File: config.mk
export PLATFORM = sky130hd
export DESIGN_NAME = mri_core_flat
export DESIGN_NICKNAME = d
export VERILOG_FILES = /design/src/logic/mri_pkg.sv /design/src/logic/mri_if.sv /design/src/logic/mri_core.sv /design/src/logic/mri_lane.sv /design/src/flat_wrapper.sv
export SDC_FILE = /design/constraint.sdc
export NUM_CORES = 1
export LEC_CHECK = 0
export ABC_CLOCK_PERIOD_IN_PS = 2100
export BUFFER_PORTS_ARGS = -buffer_cell sky130_fd_sc_hd__buf_2
export CAP_MARGIN = 20
export CORE_MARGIN = 10
export CORE_UTILIZATION = 55
export CTS_CLUSTER_DIAMETER = 30
export DETAILED_ROUTE_END_ITERATION = 8
export GPL_ROUTABILITY_DRIVEN = 0
export PLACE_DENSITY = 0.74
export SYNTH_ARGS = -nofsm -noshare
export SYNTH_HDL_FRONTEND = slang
export SYNTH_SLANG_ARGS = --single-unit
File: constraint.sdc
create_clock -name clk -period 2.1 [get_ports clk]
set_input_delay 0 -clock clk [delete_from_list [all_inputs] [get_ports clk]]
set_output_delay 0 -clock clk [all_outputs]
set_load 0.01 [all_outputs]
File: src/logic/mri_pkg.sv
// Purpose: shared types and constants of the core/memory request link
// Assumes: one 25 MHz clock; each clk cycle is one phase of the two-phase scheme
// Notes:   encodings below are fixed for both ends of the link
package mri_pkg;

   // ==========================================================
   // link types
   typedef logic [31:0] mri_word_t;
   typedef logic [2:0]  mri_raddr_t;

   // access request codes, agreed by both ends
   typedef enum logic [2:0] {
      access_idle          = 3'h0,
      access_data_load     = 3'h1,
      access_data_load_seq = 3'h2,
      access_byte_load     = 3'h3,
      access_halfword_load = 3'h4,
      access_word_store    = 3'h5,
      access_instr_fetch   = 3'h6
   } mri_areq_t;

   // data return request: zero, one or two words
   typedef enum logic [1:0] {
      rreqd_none = 2'h0,
      rreqd_one  = 2'h1,
      rreqd_two  = 2'h2
   } mri_rreqd_t;

   typedef enum logic [1:0] {
      aresp_notdone = 2'h0,
      aresp_abort   = 2'h1,
      aresp_done    = 2'h2
   } mri_aresp_t;

   typedef enum logic [2:0] {
      rresp_nothing    = 3'h0,
      rresp_extabort_d = 3'h1,
      rresp_extabort_i = 3'h2,
      rresp_data1      = 3'h3,
      rresp_data2      = 3'h4,
      rresp_instr1     = 3'h5,
      rresp_instr2     = 3'h6
   } mri_rresp_t;

   // ==========================================================
   // core register map and fields
   localparam mri_raddr_t REG_CTRL   = 3'h0;
   localparam mri_raddr_t REG_ADDR   = 3'h1;
   localparam mri_raddr_t REG_WDATA  = 3'h2;
   localparam mri_raddr_t REG_CMD    = 3'h3;
   localparam mri_raddr_t REG_STATUS = 3'h4;
   localparam mri_raddr_t REG_RDATA0 = 3'h5;
   localparam mri_raddr_t REG_RDATA1 = 3'h6;
   localparam mri_raddr_t REG_PICK   = 3'h7;

   localparam int CTRL_BIG_BIT   = 0;
   localparam int CMD_AREQ_LSB   = 0;
   localparam int CMD_RQD_LSB    = 3;
   localparam int CMD_IC_BIT     = 5;
   localparam int CMD_IP_BIT     = 6;
   localparam int CMD_MORE_BIT   = 7;
   localparam int ST_BUSY_BIT    = 0;
   localparam int ST_STALL_BIT   = 1;
   localparam int ST_REFUSED_BIT = 2;
   localparam int ST_ARESP_LSB   = 3;
   localparam int ST_RRESP_LSB   = 5;

   localparam logic      RST_BIG   = 1'h0;
   localparam mri_word_t WORD_STEP = 32'h0000_0004;

endpackage

File: src/logic/mri_if.sv
// Purpose: link between processor core end and memory system end
// Assumes: both ends clocked by the same clk
// Notes:   phase2 comes from the core, whose phase may stall in phase 2
`timescale 1ns/1ps
interface mri_if;
   import mri_pkg::*;

   // ==========================================================
   // request side, core to memory
   logic       phase2;
   mri_areq_t  access_request_type;
   logic       access_more;
   mri_word_t  vaddr;
   mri_word_t  wdata;
   logic       instr_return_req_core;
   logic       instr_return_req_prefetch;
   mri_rreqd_t data_return_req_type;
   logic       big_endian;

   // ==========================================================
   // response side, memory to core
   mri_aresp_t access_resp;
   mri_rresp_t return_resp;
   mri_word_t  rdata;
   logic       resp_confirm;

   modport core (output phase2, access_request_type, access_more, vaddr, wdata,
                 instr_return_req_core, instr_return_req_prefetch,
                 data_return_req_type, big_endian,
                 input access_resp, return_resp, rdata, resp_confirm);
   modport mem  (input phase2, access_request_type, access_more, vaddr, wdata,
                 instr_return_req_core, instr_return_req_prefetch,
                 data_return_req_type, big_endian,
                 output access_resp, return_resp, rdata, resp_confirm);
endinterface

File: src/logic/mri_core.sv
// Purpose: processor core end; turns register commands into link requests
// Assumes: software keeps to the plain register port timing
// Notes:   one request outstanding at a time; illegal combinations refused
`timescale 1ns/1ps
module mri_core (
   input  wire  logic               clk,
   input  wire  logic               sys_rst,
   input  wire  mri_pkg::mri_raddr_t reg_addr,
   input  wire  mri_pkg::mri_word_t reg_wdata,
   input  wire  logic               reg_we,
   input  wire  logic               reg_re,
   output var   mri_pkg::mri_word_t reg_rdata,
   mri_if.core                      lnk
);
   import mri_pkg::*;

   typedef enum logic [2:0] {
      cs_idle = 3'b001,
      cs_out  = 3'b010,
      cs_w1   = 3'b100
   } mri_cst_t;

   typedef struct packed {
      mri_cst_t   st;
      logic       ph2;
      logic       stalled;
      logic       go;
      logic       refused;
      logic       big;
      mri_word_t  addr;
      mri_word_t  wdata;
      mri_areq_t  c_areq;
      mri_rreqd_t c_rqd;
      logic       c_ic;
      logic       c_ip;
      logic       c_more;
      mri_areq_t  l_areq;
      logic       l_more;
      mri_word_t  l_vaddr;
      mri_word_t  l_wdata;
      logic       l_ic;
      logic       l_ip;
      mri_rreqd_t l_rqd;
      mri_aresp_t aresp;
      mri_rresp_t rresp;
      mri_word_t  rd0;
      mri_word_t  rd1;
      logic [1:0] off;
      logic       half;
      mri_word_t  rdata;
   } mri_core_t;

   mri_core_t r;
   mri_core_t n;
   mri_word_t pick_val;

   // ==========================================================
   // allowed request combinations
   function automatic logic legal(input logic [2:0] a, input logic [1:0] d,
                                  input logic i);
      legal = 1'b0;
      if (d <= rreqd_two) begin
         case (a)
            access_idle:        legal = 1'b1;
            access_word_store:  legal = (d == rreqd_none);
            access_instr_fetch: legal = (d == rreqd_none) && i;
            access_data_load, access_data_load_seq,
            access_byte_load, access_halfword_load:
                                legal = (d != rreqd_none) && !i;
            default:            legal = 1'b0;
         endcase
      end
   endfunction

   mri_lane u_pick (
      .word_in  (r.rd0),
      .offset   (r.off),
      .half     (r.half),
      .pick_big (r.big),
      .put_big  (r.big),
      .value    (pick_val),
      .placed   ()
   );

   // ==========================================================
   // next state
   always_comb begin
      n = r;
      // phase stops in phase 2 while confirm is high
      n.stalled = r.ph2 && lnk.resp_confirm;
      n.ph2 = n.stalled ? 1'b1 : !r.ph2;
      if (reg_we) begin
         case (reg_addr)
            REG_CTRL:   n.big = reg_wdata[CTRL_BIG_BIT];
            REG_ADDR:   n.addr = reg_wdata;
            REG_WDATA:  n.wdata = reg_wdata;
            REG_CMD: begin
               if (r.go || r.st != cs_idle ||
                   !legal(reg_wdata[CMD_AREQ_LSB +: 3], reg_wdata[CMD_RQD_LSB +: 2],
                          reg_wdata[CMD_IC_BIT] | reg_wdata[CMD_IP_BIT])) begin
                  n.refused = 1'b1;
               end else begin
                  n.go = 1'b1;
                  n.c_areq = mri_areq_t'(reg_wdata[CMD_AREQ_LSB +: 3]);
                  n.c_rqd = mri_rreqd_t'(reg_wdata[CMD_RQD_LSB +: 2]);
                  n.c_ic = reg_wdata[CMD_IC_BIT];
                  n.c_ip = reg_wdata[CMD_IP_BIT];
                  n.c_more = reg_wdata[CMD_MORE_BIT];
               end
            end
            REG_STATUS: if (reg_wdata[ST_REFUSED_BIT]) n.refused = 1'b0;
            default: ;
         endcase
      end
      // read data stands in the cycle after the strobe
      if (reg_re) begin
         n.rdata = '0;
         case (reg_addr)
            REG_CTRL:   n.rdata[CTRL_BIG_BIT] = r.big;
            REG_ADDR:   n.rdata = r.addr;
            REG_WDATA:  n.rdata = r.wdata;
            REG_CMD: begin
               n.rdata[CMD_AREQ_LSB +: 3] = r.c_areq;
               n.rdata[CMD_RQD_LSB +: 2] = r.c_rqd;
               n.rdata[CMD_IC_BIT] = r.c_ic;
               n.rdata[CMD_IP_BIT] = r.c_ip;
               n.rdata[CMD_MORE_BIT] = r.c_more;
            end
            REG_STATUS: begin
               n.rdata[ST_BUSY_BIT] = r.go || (r.st != cs_idle);
               n.rdata[ST_STALL_BIT] = r.stalled;
               n.rdata[ST_REFUSED_BIT] = r.refused;
               n.rdata[ST_ARESP_LSB +: 2] = r.aresp;
               n.rdata[ST_RRESP_LSB +: 3] = r.rresp;
            end
            REG_RDATA0: n.rdata = r.rd0;
            REG_RDATA1: n.rdata = r.rd1;
            REG_PICK:   n.rdata = pick_val;
            default:    n.rdata = '0;
         endcase
      end
      // request engine, stepping only on unstalled phase ends
      case (r.st)
         cs_idle: begin
            if (r.ph2 && !lnk.resp_confirm && r.go) begin
               n.go = 1'b0;
               n.l_areq = r.c_areq;
               n.l_more = r.c_more;
               n.l_vaddr = r.addr;
               n.l_wdata = r.wdata;
               n.l_ic = r.c_ic;
               n.l_ip = r.c_ip;
               n.l_rqd = r.c_rqd;
               n.off = r.addr[1:0];
               n.half = (r.c_areq == access_halfword_load);
               n.st = cs_out;
            end
         end
         cs_out: begin
            // response confirmed: capture it and drop the request
            if (r.ph2 && !lnk.resp_confirm) begin
               n.aresp = lnk.access_resp;
               n.rresp = lnk.return_resp;
               n.rd0 = lnk.rdata;
               n.l_areq = access_idle;
               n.l_more = 1'b0;
               n.l_ic = 1'b0;
               n.l_ip = 1'b0;
               n.l_rqd = rreqd_none;
               n.st = (lnk.return_resp == rresp_data2 ||
                       lnk.return_resp == rresp_instr2) ? cs_w1 : cs_idle;
            end
         end
         cs_w1: begin
            // second word at end of the following phase 1
            if (!r.ph2) begin
               n.rd1 = lnk.rdata;
               n.st = cs_idle;
            end
         end
         default: n.st = cs_idle;
      endcase
   end

   // ==========================================================
   // state register
   always_ff @(posedge clk) begin
      if (sys_rst) begin
         r <= '0;
         r.st <= cs_idle;
         r.big <= RST_BIG;
      end else begin
         r <= n;
      end
   end

   // outputs straight from state
   assign reg_rdata = r.rdata;
   assign lnk.phase2 = r.ph2;
   assign lnk.access_request_type = r.l_areq;
   assign lnk.access_more = r.l_more;
   assign lnk.vaddr = r.l_vaddr;
   assign lnk.wdata = r.l_wdata;
   assign lnk.instr_return_req_core = r.l_ic;
   assign lnk.instr_return_req_prefetch = r.l_ip;
   assign lnk.data_return_req_type = r.l_rqd;
   assign lnk.big_endian = r.big;
endmodule

File: src/logic/mri_lane.sv
// Purpose: byte and halfword lane picking and placing on the read bus
// Assumes: word_in is a full read word; offset is address modulo 4
// Notes:   value is zero extended; placed carries zeros outside the lane
`timescale 1ns/1ps
module mri_lane (
   input  wire  mri_pkg::mri_word_t word_in,
   input  wire  logic [1:0]         offset,
   input  wire  logic               half,
   input  wire  logic               pick_big,
   input  wire  logic               put_big,
   output var   mri_pkg::mri_word_t value,
   output var   mri_pkg::mri_word_t placed
);
   import mri_pkg::*;

   // ==========================================================
   // lane number in bytes; halfword offsets 1 and 3 are undefined
   function automatic logic [1:0] lane_of(input logic [1:0] off,
                                          input logic half_w,
                                          input logic big);
      if (half_w)
         lane_of = {off[1] ^ big, 1'b0};
      else
         lane_of = big ? 2'h3 - off : off;
   endfunction

   logic [4:0] pick_sh;
   logic [4:0] put_sh;

   // shift amounts from byte lanes
   assign pick_sh = {lane_of(offset, half, pick_big), 3'h0};
   assign put_sh  = {lane_of(offset, half, put_big), 3'h0};

   // other bits are don't care to the core, so they stay zero
   always_comb begin
      value = word_in >> pick_sh;
      value = half ? {16'h0000, value[15:0]} : {24'h00_0000, value[7:0]};
      placed = value << put_sh;
   end
endmodule

File: src/flat_wrapper.sv
// flat-port wrapper written by rule: the top's interface ports become plain ports
module mri_core_flat import mri_pkg::*;
  (clk, sys_rst, reg_addr, reg_wdata, reg_we, reg_re, reg_rdata, lnk_phase2, lnk_access_request_type, lnk_access_more, lnk_vaddr, lnk_wdata, lnk_instr_return_req_core, lnk_instr_return_req_prefetch, lnk_data_return_req_type, lnk_big_endian, lnk_access_resp, lnk_return_resp, lnk_rdata, lnk_resp_confirm);
  mri_if lnk_i ();
  input  wire  logic clk;
  input  wire  logic sys_rst;
  input  wire  mri_pkg::mri_raddr_t reg_addr;
  input  wire  mri_pkg::mri_word_t reg_wdata;
  input  wire  logic reg_we;
  input  wire  logic reg_re;
  output var   mri_pkg::mri_word_t reg_rdata;
  output wire logic [$bits(lnk_i.phase2)-1:0] lnk_phase2;
  output wire logic [$bits(lnk_i.access_request_type)-1:0] lnk_access_request_type;
  output wire logic [$bits(lnk_i.access_more)-1:0] lnk_access_more;
  output wire logic [$bits(lnk_i.vaddr)-1:0] lnk_vaddr;
  output wire logic [$bits(lnk_i.wdata)-1:0] lnk_wdata;
  output wire logic [$bits(lnk_i.instr_return_req_core)-1:0] lnk_instr_return_req_core;
  output wire logic [$bits(lnk_i.instr_return_req_prefetch)-1:0] lnk_instr_return_req_prefetch;
  output wire logic [$bits(lnk_i.data_return_req_type)-1:0] lnk_data_return_req_type;
  output wire logic [$bits(lnk_i.big_endian)-1:0] lnk_big_endian;
  input wire logic [$bits(lnk_i.access_resp)-1:0] lnk_access_resp;
  input wire logic [$bits(lnk_i.return_resp)-1:0] lnk_return_resp;
  input wire logic [$bits(lnk_i.rdata)-1:0] lnk_rdata;
  input wire logic [$bits(lnk_i.resp_confirm)-1:0] lnk_resp_confirm;
  assign lnk_phase2 = lnk_i.phase2;
  assign lnk_access_request_type = lnk_i.access_request_type;
  assign lnk_access_more = lnk_i.access_more;
  assign lnk_vaddr = lnk_i.vaddr;
  assign lnk_wdata = lnk_i.wdata;
  assign lnk_instr_return_req_core = lnk_i.instr_return_req_core;
  assign lnk_instr_return_req_prefetch = lnk_i.instr_return_req_prefetch;
  assign lnk_data_return_req_type = lnk_i.data_return_req_type;
  assign lnk_big_endian = lnk_i.big_endian;
  assign lnk_i.access_resp = lnk_access_resp;
  assign lnk_i.return_resp = lnk_return_resp;
  assign lnk_i.rdata = lnk_rdata;
  assign lnk_i.resp_confirm = lnk_resp_confirm;
  mri_core u_core (.clk(clk), .sys_rst(sys_rst), .reg_addr(reg_addr), .reg_wdata(reg_wdata), .reg_we(reg_we), .reg_re(reg_re), .reg_rdata(reg_rdata), .lnk(lnk_i));
endmodule
==> flow_summary.yaml <==
outcome:
  status: "complete, no violations"
clocking:
  post-cts-setup-buffers: 0
  postCtsResizedCells: 0
  clkTransAtPathRegs_ns: 0.05
  cts_buffers: 51
  worst_skew_pair.late_latency_ns: 0.55
  cts_htree_levels: 2
  root_buffer: "clkbuf_16"
  cts_tree: "built"
  cts_sinks: 254
  clockBufferDepth: 3
synth:
  synth_flop_cell: "dfxtp_1"
  syn-num-nets: 1521
  yosysSeqAreaShare_pct: 44.6
  synth_top_cells_by_area: "dfxtp_1 45%, nand2_1 14%, a21oi_1 10%"
  yosys.area.top_type_share_pct: 44.6
  synth_edf_count: 0
  yosys_register_bits: 254
  yosysMostFrequentCell: "nand2_1"
  syn_avg_cell_area_um2: 7.89
  ys_warn_count: 0
  yosys-top-cells-count: "440 x nand2_1, 254 x dfxtp_1, 237 x a21oi_1"
  ys_async_sr_fraction_pct: 0
  yosys.area.top_type: "dfxtp_1"
  syn_area_um2: 11400
  syn_inst: 1444
  synth.distinct_cells: 51
power:
  leakage_nw: 5.57
  p_per_area_nw_per_um2: 963
  ir_drop_v: 0.000658
  power_mw: 13.8
setup_path:
  cp_max_fo: 8
  start_kind: "flop"
  cp-end-kind: "flop"
  path_class: "reg2reg"
  cp.arrival_ns: 2.31
  required_ns: 2.51
final_layout:
  antenna_cells: 0
  syn_to_final_growth_pct: 26.1
  fin_cells: 1897
  drive_gt1_share_pct: 21.0
  final_core_util_pct: 70.8
  layout.nets: 1661
  fill_cells: 1571
  stdcell_area_um2: 14400
die:
  die-width_um: 164
  rows: 52
  die-area_um2: 26900
  pin_count: 183
  core_area_um2: 20300
  initial_core_util_pct: 56.1
  die_h_um: 164
timing:
  fin_skew_ns: 0.0112
  setup_viol: 0
  relSlewSlack_pct: 38.9
  drv_slew: 0
  finalCritPeriodShare_pct: 90.8
  grt_setup_unrepaired: "no"
  max_freq_ghz: 0.524
  hold_viol: 0
  tightest_slew_ns: 0.916
  period_minus_slack_ns: 1.91
  fin_setup_tns_ns: 0
routing:
  ant_nets: 0
  wl_per_cell_um: 19.1
  vias_per_cell: 5.74
  drt_iter0_drc: 1267
  drtPass1Iterations: 8
  drc: 0
  vias: 10900
  routed_wl_mm: 36.2
global_routing:
  grt_util_met3_pct: 5.96
  grt_pass1_wl_mm: 57.2
  grt_start_max_net_pins: 108
  grt_use_met2_pct: 42.1
  antenna_found_initial: 0
  grt_pass1_vias: 10700
  grtUsageMet1_pct: 33.4
  grt_overflow: 0
  track_usage_pct: 26.1
  busiest_layer: "met2"
place:
  dpl-instance-area_um2: 11800
  dp_cells: 1726
  place.port_buffers: 182
  dp_hpwl_mm: 23.0
hold_path:
  min_path_type: "in2reg"
flow_run:
  drv_cap: 0
## flip-flops by register name (all words and copies together) (netlist names)
name and flops:
u_core.r 148, u_core.lnk.vaddr 32, u_core.lnk.wdata 32, u_core.reg_rdata 32
u_core.lnk.access_request_type 3, u_core.lnk.data_return_req_type 2, u_core.lnk.access_more 1, u_core.lnk.big_endian 1
u_core.lnk.instr_return_req_core 1, u_core.lnk.instr_return_req_prefetch 1, u_core.lnk.phase2 1
## per-layer routing
| layer | part of all wire, % | routed length [µm] | up-vias |
|---|---|---|---|
| li1 | - | - | 5105 |
| met1 | 41 | 14800 | 5153 |
| met2 | 46 | 16800 | 535 |
| met3 | 9.6 | 3480 | 88 |
| met4 | 3.1 | 1120 | 0 |
| met5 | 0 | 0 | - |
## repair_timing
item,in CTS,in global routing
hold buffers,75,0
hold endpoints to repair,162,0
setup endpoints to repair,0,0
## critical path: stages (launching register included)
cell and delay [ns]:
dfxtp_1 0.56, nand2b_1 0.37, a21o_2 0.27, mux4_1 0.35, nand4_1 0.14, a211oi_2 0.08
## stage by stage
step,hold WS [ns],worst slack [ns]
detailed placement,0.257,0.249
global route,0.0900,0.0361
CTS,0.0707,0.215
floorplan,0.114,0.431
finish,0.0911,0.193
global placement,0.253,0.253
## power breakdown
part | internal [mW] | switching, mW | total, mW | leakage [nW]
Sequential | 4.87 | 0.0362 | 4.91 | 2.05
Combinational | 0.278 | 0.400 | 0.678 | 2.67
Clock | 5.51 | 2.75 | 8.25 | 0.853
## path summary, 6_finish.rpt
check	startpoint	to	slack [ns]	cells after the start
worst max-delay path	u_core.lnk.big_endian	u_core.reg_rdata[0]	0.19	5
worst min-delay path	reg_addr[2]	u_core.lnk.big_endian	0.09	5
worst max register to register	u_core.lnk.big_endian	u_core.reg_rdata[0]	0.19	5
worst min register to register	u_core.lnk.vaddr[22]	u_core.lnk.vaddr[22]	0.45	2
## layout by cell type, fill, tap and decap left out, types with 6 or more instances in the layout
master           n
nand2_1        440
dfxtp_1        254
a21oi_1        237
buf_2          181
dlygate4sd3_1   75
clkbuf_16       52
mux2i_1         50
buf_4           29
nor2_1          28
nand3_1         25
nor2b_1         25
o22ai_1         23
mux2_2          18
o21ai_0         15
a221oi_1        14
o211ai_1        12
nand4_1         10
a22o_1          10
clkinvlp_4      10
o22a_1           9
clkinv_2         9
inv_6            7
nand2b_1         6
bufinv_16        6
clkbuf_8         6
buf_12           6
## cell type report
type | instances | area [µm²] | area share [%]
clock buffers | 62 | 1400 | 9.74
well taps | 270 | 338 | 2.35
flip-flops and latches | 254 | 5080 | 35.4
repair buffers | 292 | 2010 | 14.0
multi-input cells | 980 | 5130 | 35.7
inverters | 5 | 18.8 | 0.131
clock inverters | 34 | 387 | 2.69
## logic make-up after synthesis
family	Yosys count	synth area share [%]
AND/OR/NAND/NOR	559	20.3
AO/OA/AOI/OAI	350	17.9
flip-flops	254	44.6
buffers and inverters	210	10.5
multiplexers	69	6.40
XOR/XNOR	2	0.319
No activity file was read; power rests on OpenSTA's default activity.
